### config.mk
export PLATFORM = sky130hd
export DESIGN_NAME = wdm_top
export DESIGN_NICKNAME = d
export VERILOG_FILES = /design/src/rtl/wdm_pkg.sv /design/src/rtl/wdm_top.sv /design/src/rtl/wdm_wdt_count.sv
export SDC_FILE = /design/constraint.sdc
export NUM_CORES = 1
export LEC_CHECK = 0
export BUFFER_PORTS_ARGS = -buffer_cell sky130_fd_sc_hd__buf_2
export CAP_MARGIN = 10
export CORE_UTILIZATION = 55
export CTS_CLUSTER_SIZE = 12
export DETAILED_ROUTE_END_ITERATION = 12
export MAX_ROUTING_LAYER = met4
export PLACE_DENSITY = 0.82
export SYNTH_ARGS = -nofsm -noshare
export SYNTH_HDL_FRONTEND = slang
export SYNTH_HIERARCHICAL = 1
export SYNTH_SLANG_ARGS = --single-unit
### constraint.sdc
create_clock -name ref_clk -period 7.99 [get_ports ref_clk]
set_input_delay 1.598 -clock ref_clk [delete_from_list [all_inputs] [get_ports ref_clk]]
set_output_delay 1.598 -clock ref_clk [all_outputs]
set_load 0.02 [all_outputs]
### src/rtl/wdm_pkg.sv
// constants shared by the watchdog, supply monitor and reset-flag block
`default_nettype none
package wdm_pkg;
   // register indices; the byte address on the bus is four times the index
   localparam logic [7:0] IDX_WDT_CTRL = 8'h31;
   localparam logic [7:0] IDX_SUPPLY = 8'h30;
   localparam logic [7:0] IDX_RST_FLAGS = 8'h2F;
   localparam logic [7:0] IDX_PROTECT = 8'h3C;
   localparam logic [7:0] IDX_RESTART = 8'h3D;
   localparam logic [9:0] ADDR_WDT_CTRL = {IDX_WDT_CTRL, 2'b00};
   localparam logic [9:0] ADDR_SUPPLY = {IDX_SUPPLY, 2'b00};
   localparam logic [9:0] ADDR_RST_FLAGS = {IDX_RST_FLAGS, 2'b00};
   localparam logic [9:0] ADDR_PROTECT = {IDX_PROTECT, 2'b00};
   localparam logic [9:0] ADDR_RESTART = {IDX_RESTART, 2'b00};

   // watchdog control fields
   localparam int WDT_IRQ_FLAG_BIT = 7;
   localparam int WDT_IRQ_EN_BIT = 6;
   localparam int WDT_PS_HI_BIT = 5;
   localparam int WDT_RST_EN_BIT = 3;
   localparam int WDT_PS_LO_MSB = 2;

   // supply monitor fields
   localparam int SUP_FLAG_BIT = 7;
   localparam int SUP_IRQ_EN_BIT = 6;
   localparam int SUP_LEVEL_MSB = 2;
   localparam logic [2:0] SUP_LEVEL_OFF = 3'h0;
   localparam logic [2:0] SUP_LEVEL_POR_LO = 3'h1;
   localparam logic [2:0] SUP_LEVEL_POR_HI = 3'h2;
   localparam logic [2:0] SUP_LEVEL_FLAG_LO = 3'h3;
   localparam logic [2:0] SUP_LEVEL_FLAG_HI = 3'h4;

   // reset source fields
   localparam int RST_WDT_BIT = 3;
   localparam int RST_PIN_BIT = 1;
   localparam int RST_PWR_BIT = 0;

   // reset values
   localparam logic [3:0] WDT_PS_RESET = 4'h0;
   localparam logic [2:0] SUP_LEVEL_RESET = 3'h0;
   localparam logic PWR_FLAG_RESET = 1'b1;
   localparam logic FUSE_RESET = 1'b1;

   // prescaler: code 0 is 2048 oscillator cycles, code 9 is 1048576
   localparam logic [3:0] WDT_PS_MAX = 4'h9;
   localparam logic [20:0] WDT_BASE_CYCLES = 21'h000800;

   // change protection
   localparam logic [7:0] PROTECT_SIGNATURE = 8'hD8;
   localparam logic [2:0] PROTECT_WINDOW_CYC = 3'h4;
endpackage : wdm_pkg
`default_nettype wire

### src/rtl/wdm_top.sv
// watchdog, supply-level monitor and reset-source flags behind an APB slave
// Operation
// - timeout in interrupt mode sets flag
// - vector execution or writing one clears flag
// - unprogrammed fuse: enable bits choose mode
// - both enables: first timeout interrupts, then reset
// - combined-mode vector clears enable and flag
// - unserviced combined interrupt: next timeout resets
// - programmed fuse forces system reset mode
// - watchdog control bit 4 reads zero
// - watchdog reset flag forces reset enable
// - prescaler selects 2048 to 1048576 cycles
// - supply flag set on trigger, cleared when off or supply not below
// - supply interrupt each time flag sets
// - trigger level codes select off, reset, flag
// - reset flags bits 7:4, 2 read zero
// - watchdog reset flag set, cleared by zero
// - pin reset flag set, cleared by zero
// - power-up flag cleared only by software
// - counter stepped by 128 kHz oscillator
// - protected changes need signature within four cycles
// - restart clears counter; reset pulse one cycle
`timescale 1ns/1ps
`default_nettype none
module wdm_top
(
   input wire logic ref_clk,
   input wire logic rst_n,
   input wire logic psel,
   input wire logic penable,
   input wire logic pwrite,
   input wire logic [9:0] paddr,
   input wire logic [31:0] pwdata,
   output logic [31:0] prdata,
   output logic pready,
   output logic pslverr,
   input wire logic wdt_osc,
   input wire logic safety_lock_fuse,
   input wire logic supply_below,
   input wire logic pin_reset_seen,
   input wire logic wdt_vector_ack,
   output logic wdt_irq,
   output logic supply_irq,
   output logic wdt_reset_pulse,
   output logic supply_por_req
);
   // synchronisers for pin-side inputs
   logic osc_s1_q, osc_s2_q, osc_s3_q;
   logic fuse_s1_q, fuse_q;
   logic below_s1_q, below_q;
   logic pin_s1_q, pin_s2_q, pin_s3_q;

   // register state
   logic to_flag_q, to_ie_q, sre_q;
   logic [3:0] prescale_q;
   logic sup_flag_q, sup_ie_q;
   logic [2:0] sup_level_q;
   logic wdt_cause_q, pin_cause_q, pwr_cause_q;
   logic [2:0] protect_cnt_q;

   // bus answer and outputs
   logic [31:0] prdata_q;
   logic pready_q, pslverr_q;
   logic wdt_irq_q, supply_irq_q, wdt_reset_pulse_q, supply_por_req_q;

   // combinational terms
   logic setup, access, wr;
   logic wr_wdt, wr_sup, wr_rst, wr_prot, wr_restart;
   logic mapped;
   logic osc_tick, pin_event;
   logic window_open;
   logic sre_eff, reset_en, irq_en, run;
   logic timeout, fire_irq, fire_rst, combined;
   logic sre_ok, ps_ok;
   logic [3:0] ps_w;
   logic sup_armed, sup_set, sup_clr;
   logic [31:0] rd_val;

   always_ff @(posedge ref_clk or negedge rst_n)
   begin
      if (!rst_n)
      begin
         osc_s1_q <= 1'b0;
         osc_s2_q <= 1'b0;
         osc_s3_q <= 1'b0;
      end
      else
      begin
         osc_s1_q <= wdt_osc;
         osc_s2_q <= osc_s1_q;
         osc_s3_q <= osc_s2_q;
      end
   end

   always_ff @(posedge ref_clk or negedge rst_n)
   begin
      if (!rst_n)
      begin
         fuse_s1_q <= wdm_pkg::FUSE_RESET;
         fuse_q <= wdm_pkg::FUSE_RESET;
         below_s1_q <= 1'b0;
         below_q <= 1'b0;
         pin_s1_q <= 1'b0;
         pin_s2_q <= 1'b0;
         pin_s3_q <= 1'b0;
      end
      else
      begin
         fuse_s1_q <= safety_lock_fuse;
         fuse_q <= fuse_s1_q;
         below_s1_q <= supply_below;
         below_q <= below_s1_q;
         pin_s1_q <= pin_reset_seen;
         pin_s2_q <= pin_s1_q;
         pin_s3_q <= pin_s2_q;
      end
   end

   // the oscillator is far slower than ref_clk, so each rising edge is one tick
   assign osc_tick = osc_s2_q && !osc_s3_q;
   assign pin_event = pin_s2_q && !pin_s3_q;

   // bus decode: one wait-free access phase, pready raised after setup
   assign setup = psel && !penable;
   assign access = psel && penable && pready_q;
   assign wr = access && pwrite && !pslverr_q;
   assign wr_wdt = wr && (paddr == wdm_pkg::ADDR_WDT_CTRL);
   assign wr_sup = wr && (paddr == wdm_pkg::ADDR_SUPPLY);
   assign wr_rst = wr && (paddr == wdm_pkg::ADDR_RST_FLAGS);
   assign wr_prot = wr && (paddr == wdm_pkg::ADDR_PROTECT);
   assign wr_restart = wr && (paddr == wdm_pkg::ADDR_RESTART);
   assign mapped = (paddr == wdm_pkg::ADDR_WDT_CTRL) || (paddr == wdm_pkg::ADDR_SUPPLY)
      || (paddr == wdm_pkg::ADDR_RST_FLAGS) || (paddr == wdm_pkg::ADDR_PROTECT)
      || (paddr == wdm_pkg::ADDR_RESTART);

   // watchdog mode
   assign sre_eff = sre_q || wdt_cause_q;
   assign reset_en = !fuse_q || sre_eff;
   assign irq_en = fuse_q && to_ie_q;
   assign run = reset_en || irq_en;
   assign combined = reset_en && irq_en;
   // a still-pending flag in combined mode means the handler never ran
   assign fire_irq = timeout && irq_en && !(reset_en && to_flag_q);
   assign fire_rst = timeout && reset_en && (!irq_en || to_flag_q);

   wdm_wdt_count u_count
   (
      .ref_clk(ref_clk),
      .rst_n(rst_n),
      .osc_tick(osc_tick),
      .clear(wr_restart || !run || wdt_reset_pulse_q || pin_event),
      .prescale_sel(prescale_q),
      .timeout_q(timeout)
   );

   // protected write window
   assign window_open = (protect_cnt_q != 3'h0);
   always_ff @(posedge ref_clk or negedge rst_n)
   begin
      if (!rst_n)
         protect_cnt_q <= 3'h0;
      else if (wr_prot && (pwdata[7:0] == wdm_pkg::PROTECT_SIGNATURE))
         protect_cnt_q <= wdm_pkg::PROTECT_WINDOW_CYC;
      else if (wr_wdt)
         protect_cnt_q <= 3'h0;
      else if (window_open)
         protect_cnt_q <= 3'(protect_cnt_q - 3'h1);
   end

   // level 1: enabling is free, disabling needs the window; level 2: timeout needs it
   assign ps_w = {pwdata[wdm_pkg::WDT_PS_HI_BIT], pwdata[wdm_pkg::WDT_PS_LO_MSB:0]};
   assign sre_ok = fuse_q && (pwdata[wdm_pkg::WDT_RST_EN_BIT] || !sre_q || window_open);
   assign ps_ok = fuse_q ? (sre_ok || (ps_w == prescale_q)) : window_open;

   always_ff @(posedge ref_clk or negedge rst_n)
   begin
      if (!rst_n)
         sre_q <= 1'b0;
      else if (wr_wdt && sre_ok)
         sre_q <= pwdata[wdm_pkg::WDT_RST_EN_BIT] || wdt_cause_q;
      else if (wdt_cause_q)
         sre_q <= 1'b1;
   end

   always_ff @(posedge ref_clk or negedge rst_n)
   begin
      if (!rst_n)
         prescale_q <= wdm_pkg::WDT_PS_RESET;
      else if (wr_wdt && ps_ok)
         prescale_q <= ps_w;
   end

   // a software set of the enable wins over the vector clear in the same cycle
   always_ff @(posedge ref_clk or negedge rst_n)
   begin
      if (!rst_n)
         to_ie_q <= 1'b0;
      else if (wr_wdt)
         to_ie_q <= pwdata[wdm_pkg::WDT_IRQ_EN_BIT];
      else if (wdt_vector_ack && combined)
         to_ie_q <= 1'b0;
   end

   // timeout set wins over a clear arriving in the same cycle
   always_ff @(posedge ref_clk or negedge rst_n)
   begin
      if (!rst_n)
         to_flag_q <= 1'b0;
      else if (fire_irq)
         to_flag_q <= 1'b1;
      else if (wdt_vector_ack)
         to_flag_q <= 1'b0;
      else if (wr_wdt && pwdata[wdm_pkg::WDT_IRQ_FLAG_BIT])
         to_flag_q <= 1'b0;
   end

   always_ff @(posedge ref_clk or negedge rst_n)
   begin
      if (!rst_n)
      begin
         wdt_irq_q <= 1'b0;
         wdt_reset_pulse_q <= 1'b0;
      end
      else
      begin
         wdt_irq_q <= (to_flag_q || fire_irq) && irq_en && !wdt_vector_ack;
         wdt_reset_pulse_q <= fire_rst;
      end
   end

   // supply monitor; codes 101..111 neither set the flag nor request a reset
   assign sup_armed = (sup_level_q == wdm_pkg::SUP_LEVEL_FLAG_LO)
      || (sup_level_q == wdm_pkg::SUP_LEVEL_FLAG_HI);
   assign sup_set = sup_armed && below_q;
   assign sup_clr = (sup_level_q == wdm_pkg::SUP_LEVEL_OFF) || !below_q;

   always_ff @(posedge ref_clk or negedge rst_n)
   begin
      if (!rst_n)
      begin
         sup_level_q <= wdm_pkg::SUP_LEVEL_RESET;
         sup_ie_q <= 1'b0;
      end
      else if (wr_sup)
      begin
         sup_level_q <= pwdata[wdm_pkg::SUP_LEVEL_MSB:0];
         sup_ie_q <= pwdata[wdm_pkg::SUP_IRQ_EN_BIT];
      end
   end

   always_ff @(posedge ref_clk or negedge rst_n)
   begin
      if (!rst_n)
         sup_flag_q <= 1'b0;
      else if (sup_set)
         sup_flag_q <= 1'b1;
      else if (sup_clr)
         sup_flag_q <= 1'b0;
   end

   always_ff @(posedge ref_clk or negedge rst_n)
   begin
      if (!rst_n)
      begin
         supply_irq_q <= 1'b0;
         supply_por_req_q <= 1'b0;
      end
      else
      begin
         supply_irq_q <= sup_set && !sup_flag_q && sup_ie_q;
         supply_por_req_q <= below_q && ((sup_level_q == wdm_pkg::SUP_LEVEL_POR_LO)
            || (sup_level_q == wdm_pkg::SUP_LEVEL_POR_HI));
      end
   end

   // reset sources; rst_n is the power-up reset, set wins over a software clear
   always_ff @(posedge ref_clk or negedge rst_n)
   begin
      if (!rst_n)
         wdt_cause_q <= 1'b0;
      else if (fire_rst)
         wdt_cause_q <= 1'b1;
      else if (wr_rst && !pwdata[wdm_pkg::RST_WDT_BIT])
         wdt_cause_q <= 1'b0;
   end

   always_ff @(posedge ref_clk or negedge rst_n)
   begin
      if (!rst_n)
         pin_cause_q <= 1'b0;
      else if (pin_event)
         pin_cause_q <= 1'b1;
      else if (wr_rst && !pwdata[wdm_pkg::RST_PIN_BIT])
         pin_cause_q <= 1'b0;
   end

   always_ff @(posedge ref_clk or negedge rst_n)
   begin
      if (!rst_n)
         pwr_cause_q <= wdm_pkg::PWR_FLAG_RESET;
      else if (wr_rst && !pwdata[wdm_pkg::RST_PWR_BIT])
         pwr_cause_q <= 1'b0;
   end

   // read mux
   always_comb
   begin
      rd_val = 32'h00000000;
      unique case (paddr)
         wdm_pkg::ADDR_WDT_CTRL:
         begin
            rd_val[wdm_pkg::WDT_IRQ_FLAG_BIT] = to_flag_q;
            rd_val[wdm_pkg::WDT_IRQ_EN_BIT] = to_ie_q;
            rd_val[wdm_pkg::WDT_PS_HI_BIT] = prescale_q[3];
            rd_val[wdm_pkg::WDT_RST_EN_BIT] = sre_eff || !fuse_q;
            rd_val[wdm_pkg::WDT_PS_LO_MSB:0] = prescale_q[2:0];
         end
         wdm_pkg::ADDR_SUPPLY:
         begin
            rd_val[wdm_pkg::SUP_FLAG_BIT] = sup_flag_q;
            rd_val[wdm_pkg::SUP_IRQ_EN_BIT] = sup_ie_q;
            rd_val[wdm_pkg::SUP_LEVEL_MSB:0] = sup_level_q;
         end
         wdm_pkg::ADDR_RST_FLAGS:
         begin
            rd_val[wdm_pkg::RST_WDT_BIT] = wdt_cause_q;
            rd_val[wdm_pkg::RST_PIN_BIT] = pin_cause_q;
            rd_val[wdm_pkg::RST_PWR_BIT] = pwr_cause_q;
         end
         default:
            rd_val = 32'h00000000;
      endcase
   end

   // answer one cycle after setup; read data captured at the setup edge
   always_ff @(posedge ref_clk or negedge rst_n)
   begin
      if (!rst_n)
      begin
         pready_q <= 1'b0;
         pslverr_q <= 1'b0;
         prdata_q <= 32'h00000000;
      end
      else if (setup)
      begin
         pready_q <= 1'b1;
         pslverr_q <= !mapped;
         prdata_q <= pwrite ? 32'h00000000 : rd_val;
      end
      else
      begin
         pready_q <= 1'b0;
         pslverr_q <= 1'b0;
      end
   end

   assign prdata = prdata_q;
   assign pready = pready_q;
   assign pslverr = pslverr_q;
   assign wdt_irq = wdt_irq_q;
   assign supply_irq = supply_irq_q;
   assign wdt_reset_pulse = wdt_reset_pulse_q;
   assign supply_por_req = supply_por_req_q;
endmodule : wdm_top
`default_nettype wire

### src/rtl/wdm_wdt_count.sv
// watchdog timeout counter stepped by synchronised oscillator ticks
`timescale 1ns/1ps
`default_nettype none
module wdm_wdt_count
(
   input wire logic ref_clk,
   input wire logic rst_n,
   input wire logic osc_tick,
   input wire logic clear,
   input wire logic [3:0] prescale_sel,
   output logic timeout_q
);
   logic [19:0] count_q;
   logic [20:0] span;
   logic [19:0] last;
   logic [3:0] code;

   always_comb
   begin
      // reserved codes fall back to the longest defined timeout
      code = (prescale_sel > wdm_pkg::WDT_PS_MAX) ? wdm_pkg::WDT_PS_MAX : prescale_sel;
      span = wdm_pkg::WDT_BASE_CYCLES << code;
      last = 20'(span - 21'h000001);
   end

   always_ff @(posedge ref_clk or negedge rst_n)
   begin
      if (!rst_n)
         count_q <= 20'h00000;
      else if (clear)
         count_q <= 20'h00000;
      else if (osc_tick)
         count_q <= (count_q == last) ? 20'h00000 : 20'(count_q + 20'h00001);
   end

   always_ff @(posedge ref_clk or negedge rst_n)
   begin
      if (!rst_n)
         timeout_q <= 1'b0;
      else
         timeout_q <= !clear && osc_tick && (count_q == last);
   end
endmodule : wdm_wdt_count
`default_nettype wire

* Word level (Yosys, flattened, before mapping)
Index checks and enable logic that the tools add are counted.
** Word-level totals
- Bits in registers :: 87
- Input port bits :: 52
** Operators by class
- $add $sub $neg :: 3
- Order comparisons :: 1
- Equal/unequal tests :: 12
- Shift operators :: 1
- Multiplexer cells :: 29
- Reductions and logical operators :: 82
** Operators with widths (count)
- 20-bit 2-to-1 mux :: 3
- 10-bit by 8-bit equality test with 1-bit output, second input constant :: 5
- 1-bit logical AND :: 36
- 20-bit by 1-bit adder with 20-bit output, second input constant :: 1
- 20-bit equality test :: 1
- 12-bit by 4-bit << shifter with 20-bit output, first input constant :: 1
- 20-bit by 1-bit subtractor with 20-bit output, second input constant :: 1
- 1-bit logical OR :: 19
- 1-bit logical NOT :: 17
- 1-bit 2-to-1 mux :: 17
- 2-bit nonzero test :: 6
- 3-bit 2-to-1 mux :: 3
- 3-bit nonzero test :: 3
- 8-bit equality test, second input constant :: 1
- 8-bit 2-to-1 mux :: 1
- 3-bit by 2-bit equality test with 1-bit output, second input constant :: 2
- 2-bit case mux with 3 select lines :: 1
- 4-bit equality test :: 1
- 4-bit > comparator, second input constant :: 1
- 4-bit 2-to-1 mux :: 1
- 1-bit case mux with 2 select lines :: 2
- 2-bit case mux with 2 select lines :: 1
- 3-bit by 1-bit equality test with 1-bit output, second input constant :: 1
- 3-bit equality test, second input constant :: 1
- 2 further kinds :: 2

* Longest topological paths before layout
Gate-level depths: netlist of the first run.
- Word-level depth :: 11
- Gate-level depth with buffers :: 12

* Cells and area by module
The synthesis of the first run kept the hierarchy.
** Modules (own cells, without submodules)
- wdm_top :: instances 1, cells each 184, area an instance 2092.0 µm², sequential area each 1029.7 µm²
- wdm_wdt_count :: instances 1, cells each 194, area an instance 1572.8 µm², sequential area each 525.5 µm²

* Worst setup path before layout of the first run
No wires, ideal clock.
- Kind :: in2reg
- From :: in paddr[9]
- To :: reg u_count.count_q[14]
- Setup time :: 134 ps
- Data arrival time :: 3304 ps
- Data required time :: 7856 ps
- Setup slack :: 4552 ps
- Cell stages on the path :: 10
- Buffers on the path :: 3
- Path through :: nor4_4 > nand4_2 > buf_6 > o21ai_0 > clkbuf_1 > clkbuf_1 > nor2_1 > and3_1 > o21ai_0 > o21ai_0
** On the way
- Longest elaborated chain between the ends :: 6
- Elaborated cells between the ends (all ways) :: 7
** RTL lines
- from (decl) :: line wdm_top.sv:32 : input wire logic [9:0] paddr,
- 10-bit by 8-bit equality test with 1-bit output (*) :: line wdm_top.sv:131 : assign wr_restart = wr && (paddr == wdm_pkg::ADDR_RESTART);
- 1-bit logical AND (*) :: line wdm_top.sv:131
- 1-bit logical OR (*) (3 in series) :: line wdm_top.sv:151 : .clear(wr_restart || !run || wdt_reset_pulse_q || pin_event),
- 20-bit 2-to-1 mux or 2-bit nonzero test (tied branches)
- to (signal assigned) :: line wdm_wdt_count.sv:33 : count_q <= (count_q == last) ? 20'h00000 : 20'(count_q + 20'h00001);
- to (decl) :: line wdm_wdt_count.sv:13 : logic [19:0] count_q;
Every way passes the cells marked *; elsewhere a longest branch is shown, timed or not.
A chain may end at the register's enable or synchronous reset.

* Worst setup path in the final report of the first run
- From :: in paddr[9]
- To :: reg u_count.count_q[19]
Same word-level chain as after synthesis.

==> flow_summary.yaml, run 1 <==
cells_and_area:
  mostFrequentLayoutCells: "dfrtp_1, buf_2, nor2_1, nand2_1, conb_1"
  n_fill_cell: 539
  drive_above_1_share_pct: 21.39
  stdcell_area_mm2: 0.004046
  syn2layout_area_growth_pct: 10.41
  finalCoreUtilization_pct: 63.36
  insertedDiodeCount: 0
  fin_cells: 493
  final_net_count: 467
  final_common_cell: "dfrtp_1"
clock_tree:
  clkSinkCount: 62
  root_buffer: "clkbuf_8"
  clkTransAtPathRegs_ns: 0.06
  clkLatencyLatePin_ns: 0.34
  cts_buffers: 9
  clockBufferDepth: 2
  cts_resized: 0
  postCtsSetupRepairBufs: 0
  ctsHoldBuffers: 0
  cts_max_level: 3
  cts_tree: "done"
yosys:
  async_flop_share_pct: 100.0
  synth.avg_cell_area_um2: 9.695
  ys_seq_area_share_pct: 42.44
  synth_flop_cell: "dfrtp_1"
  synth_edf_count: 0
  synthTopCellsByArea: "dfrtp_1, buf_4, o21ai_0"
  post-synth-top-area-cell: "dfrtp_1"
  ys_warn_count: 6
  syn-instance-count: 378
  yosysTopAreaCellShare_pct: 40.29
  synth_cell_types: 67
  syn_area_mm2: 0.003665
  ys_ff_latch: 62
setup_path:
  cp_max_fo: 27
  worstPathArrival_ns: 3.57
  timing.rr.start: "prescale_q[2]"
  crit_slowest_cell: "nand4_2"
  critPathCaptureType: "flip-flop"
  worstSetupPathType: "in2reg"
  cp.required_ns: 8.19
  cp_cell_sequence: "buf_2, nor4_4, nand4_2, o21ai_1, buf_4, nand2b_1, o21ba_2, o21ai_0, o21ai_0"
  startpoint: "paddr[9]"
  start_kind: "input port"
  slowest_delay_ns: 0.37
  critPathMostFrequentCell: "o21ai_0"
route:
  wirelength_mm: 7.367
  drt-vias-per-instance: 5.884
  wire_per_inst_um: 14.94
  vias: 2901
  drt_iter0_drc: 190
  drt_first_pass_iters: 4
  ant_nets: 0
  remaining_drc_errors: 0
power:
  p_leak_nw: 1.778
  p_per_area_mw_per_mm2: 187.3
  vdd_drop_max_mv: 0.1491
  finalPower_mw: 0.7577
placement:
  dp_slack_ns: 4.272
  port_buffers: 40
  dp_hpwl_mm: 5.032
  dpl-instance-area_mm2: 0.003797
  gp_congestion: 0.8345
  dp.cells: 477
grt:
  grt_antenna_before_repair: 0
  grt_pass1_wl_mm: 12.74
  grt_pass1_vias: 2818
  grt_max_degree: 63
  track_usage_pct: 23.39
  grt_overflow_total: 0
worst_hold_path:
  min_path_type: "reg2reg"
  min_from: "osc_s1_q"
floorplan:
  coreArea_mm2: 0.006386
  initial_core_util_pct: 57.39
  num_rows: 29
  die_h_um: 83.63
  die_x_um: 83.63
  die_area_mm2: 0.006994
  ios: 90
timing:
  whs_ns: 0.3485
  rsz0062_at_grt: "no"
  hold_viol: 0
  fin_crit_sh_pct: 42.12
  fin_ws_ns: 4.625
  finalCriticalPeriod_ns: 3.365
  max_freq_ghz: 0.2972
  tightest_slew_ns: 0.8569
  tns_ns: 0
  skew_ns: 0.007302
  setup_viol: 0
  drv_slew: 0
  slew_headroom_pct: 42.43
job:
  drv_cap: 0
status:
  status: "finished clean"
[cell usage after synthesis, types with 2 or more instances]
library cell / count
mux2_4: 4
a21oi_1: 14
nor3_1: 12
xnor2_1: 9
dfstp_2: 3
nand3b_1: 3
nand3_1: 14
nor2_1: 26
o21a_1: 2
nor3b_1: 4
buf_6: 2
dfrtp_1: 59
ha_1: 4
and3_1: 5
mux2_2: 8
and4b_1: 2
o21ai_0: 24
o31a_1: 2
nand4_1: 12
a22oi_1: 4
nand4b_1: 2
nand2_1: 26
and4_1: 2
nor4b_1: 2
xor2_1: 6
a31oi_1: 9
o31ai_1: 5
buf_4: 25
mux2i_1: 6
inv_1: 7
a311oi_1: 2
or2_2: 2
buf_1: 2
clkbuf_1: 15
nand2b_1: 16
nor2b_1: 7
[per-layer routing]
| layer | GRT usage (%) | vias up | part of all wire, % |
|---|---|---|---|
| li1 | - | 1377 | - |
| met3 | 5.341 | 13 | 6.0 |
| met2 | 38.43 | 100 | 49 |
| met5 | - | - | 0 |
| met1 | 27.79 | 1411 | 43 |
| met4 | 9.707 | 0 | 1.9 |
[flip-flops by register name (all words and copies together) (netlist names), 3 cells and up]
register / count
u_count/count_q: 20
prdata: 7
prescale_q: 4
protect_cnt_q: 3
sup_level_q: 3
[area by class of cell]
class                           count  area, um^2  area share (%)
Timing Repair Buffer               43       222.7           5.504
Sequential cell                    62        1555           38.44
Multi-Input combinational cell    288        1897           46.88
Clock inverter                      3       90.09           2.226
Inverter                            7       26.28          0.6494
Clock buffer                       13       158.9           3.927
Tap cell                           77       96.34           2.381
[path summary, 6_finish.rpt]
check	endpoint	slack (ns)	cells past startpoint
max	u_count/count_q[19]	4.62	9
min	osc_s2_q	0.35	0
max reg2reg	u_count/count_q[18]	4.95	9
min reg2reg	osc_s2_q	0.35	0
max in group asynchronous	wdt_irq	6.07	2
min in group asynchronous	prdata[7]	1.41	2
[power by group]
group | internal (mW) | switching [mW]
combinational | 0.0304 | 0.0539
sequential | 0.326 | 0.00674
clock | 0.225 | 0.116
[critical path: cells and delay by family]
family / cells / cell delay (ns)
AO/OA/AOI/OAI: 4 / 0.67
AND/OR/NAND/NOR: 3 / 0.87
buffers and inverters: 2 / 0.42
[cell families after synthesis]
family	synth area share, %
buffers and inverters	8.330
XOR/XNOR	3.585
flip-flops	42.44
AO/OA/AOI/OAI	14.95
adder cells (fa/ha/maj)	1.366
AND/OR/NAND/NOR	23.49
multiplexers	5.736
other	0.1023
(Power assumes the default switching activity.)
==> run 2, diff against run 1 <==
ABC_AREA = 1   (was not set)
PLACE_DENSITY = 0.81   (was 0.82)
clock period = 3.4 ns   (was 7.99 ns; I/O delays follow)
==> run 2 against run 1 <==
Effect of this change: routed wire length up 10%; largest cell class unchanged; worst setup slack got worse by 3.6 ns; clock skew is 0.0016 ns higher; sequential power grew 140%.
==> flow_summary.yaml, run 2 <==
timing:
  max_freq_ghz: 0.4279
  skew_ns: 0.008940
  fin_crit_sh_pct: 68.73
  slew_headroom_pct: 42.27
  finalCriticalPeriod_ns: 2.337
  tightest_slew_ns: 0.8659
  rsz0062_at_grt: "no"
  drv_slew: 0
  hold_viol: 0
  setup_viol: 0
  tns_ns: 0
clock_tree:
  ctsHoldBuffers: 0
  clockBufferDepth: 2
  clkTransAtPathRegs_ns: 0.08
  cts_buffers: 9
  cts_max_level: 3
  clkSinkCount: 62
  cts_tree: "done"
  clkLatencyLatePin_ns: 0.35
  postCtsSetupRepairBufs: 0
  root_buffer: "clkbuf_8"
  cts_resized: 0
setup_path:
  crit_slowest_cell: "dfrtp_1"
  slowest_delay_ns: 0.52
  cp.required_ns: 3.63
  worstRegToRegCells: 13
  critPathCaptureType: "flip-flop"
  worstSetupPathType: "reg2reg"
  crit_cells: 13
  worstPathArrival_ns: 2.56
  critPathBufInv: 1
  cp_top_family: "simple AND/OR/NAND/NOR gates"
  cp_cell_sequence: "nor2_2, nand3_1, ha_1, nand2_1, inv_1, nor2_1, nand4_1, nor2_1, nand2_1, nor2_2, nand2_4, nand2_8, o21ai_2"
  cp_max_fo: 10
  start_kind: "flip-flop"
grt:
  grt_max_degree: 41
  track_usage_pct: 23.91
  grt_pass1_vias: 3106
  grt_pass1_wl_mm: 13.49
  grt_antenna_before_repair: 0
  grt_overflow_total: 0
yosys:
  synth_adder_area_share_pct: 1.276
  synth_flop_cell: "dfrtp_1"
  synthTopCellsByArea: "dfrtp_1, nand2_1, inv_1"
  synth_compound_area_share_pct: 6.796
  syn_area_mm2: 0.003921
  syn-instance-count: 529
  synthSimpleGateAreaFrac_pct: 35.39
  ys_seq_area_share_pct: 39.66
  ys_warn_count: 6
  post-synth-top-area-cell: "dfrtp_1"
  synth_cell_types: 40
  netlist_top_cells_count: "nand2_1, inv_1, dfrtp_1, nor2_1, nand3_1"
  yosysMostFrequentCell: "nand2_1"
  synthMuxAreaShare_pct: 0
  async_flop_share_pct: 100.0
  synth_xor_area_share_pct: 4.020
  synth_top_family_by_area: "simple AND/OR/NAND/NOR gates"
  synth.avg_cell_area_um2: 7.413
  ys_ff_latch: 62
  synth_edf_count: 0
  yosysTopAreaCellShare_pct: 37.65
route:
  wirelength_mm: 8.136
  remaining_drc_errors: 0
  drt-vias-per-instance: 5.038
  drt_iter0_drc: 202
  ant_nets: 0
  wire_per_inst_um: 11.96
  vias: 3426
  drt_first_pass_iters: 5
placement:
  gp_congestion: 0.9201
  dp_hpwl_mm: 6.194
  port_buffers: 40
  dpl-instance-area_mm2: 0.004150
  dp.cells: 664
cells_and_area:
  drive_above_1_share_pct: 19.52
  syn2layout_area_growth_pct: 10.75
  stdcell_area_mm2: 0.004343
  largest_register_ffs: 20
  largest_register: "u_count/count_q"
  insertedDiodeCount: 0
  fin_cells: 680
  final_common_cell: "nand2_1"
  final_net_count: 635
  mostFrequentLayoutCells: "nand2_1, inv_1, dfrtp_1"
worst_hold_path:
  min_path_type: "reg2reg"
  hold_depth: 0
status:
  status: "finished clean"
power:
  p_per_area_mw_per_mm2: 377.7
  p_leak_nw: 2.256
  vdd_drop_max_mv: 0.3079
floorplan:
  die_h_um: 86.44
  die_x_um: 86.44
  coreArea_mm2: 0.006832
  num_rows: 30
  initial_core_util_pct: 57.40
  die_area_mm2: 0.007471
  ios: 90
job:
  drv_cap: 0
run 2: changes by cell type after synthesis, moves of 11 or more:
cell,delta
nand2_1,+127
inv_1,+56
nand3_1,+28
nor2_1,+18
nand2b_1,-16
clkbuf_1,-13
inv_2,+11
run 2: layer usage:
layer	GRT usage [%]	wire, um	up-vias
met1	28.82	3607	1595
met5	-	0	-
met4	8.939	99	0
met3	6.381	424	10
met2	38.60	4004	103
li1	-	-	1718
run 2: kinds of logic (layout without fill, tap and decap cells):
| logic type | after synthesis | count (layout) |
|---|---|---|
| simple gates | 295 | 295 |
| flops | 62 | 62 |
| xor+xnor | 18 | 18 |
| compound gates | 43 | 43 |
| buf+inv | 106 | 137 |
| other cells | 1 | 25 |
| fa+ha+maj | 4 | 4 |
run 2: final cells by class:
cell class              count  area, um^2
fillers                   606        2489
multi-input cells         385        1956
flip-flops and latches     62        1555
inverters                  77       289.0
repair buffers             44       230.2
clock buffers              11       151.4
well taps                  96       120.1
clock inverters             5       41.29
run 2: path summary, 6_finish.rpt:
| check | end | slack [ns] | from |
|---|---|---|---|
| worst max-delay path | u_count/count_q[14] | 1.06 | prescale_q[1] |
| worst min-delay path | osc_s2_q | 0.35 | osc_s1_q |
| worst max register to register | u_count/count_q[14] | 1.06 | prescale_q[1] |
| worst min register to register | osc_s2_q | 0.35 | osc_s1_q |
| max in group asynchronous | u_count/count_q[14] | 2.21 | rst_n |
| min in group asynchronous | pslverr | 0.45 | rst_n |
run 2: power breakdown:
part,total [mW],switching (mW),leakage [nW],internal (mW)
sequential,0.790,0.0201,0.812,0.769
clock,0.616,0.306,0.0926,0.310
combinational,0.235,0.161,1.35,0.0743
run 2: through the flow:
step | setup slack (ns) | hold WS [ns] | utilization [%] | power [mW]
finish | 1.063 | 0.3507 | 63.57 | 1.640
global route | 0.8943 | 0.3551 | 63.57 | 1.720
CTS | 1.084 | 0.3531 | 63.57 | 1.655
detailed placement | 1.103 | 0.3355 | 60.75 | 1.039
global placement | 1.196 | 0.3329 | 60.75 | 1.026
floorplan | 1.424 | 0.3312 | - | 0.9849
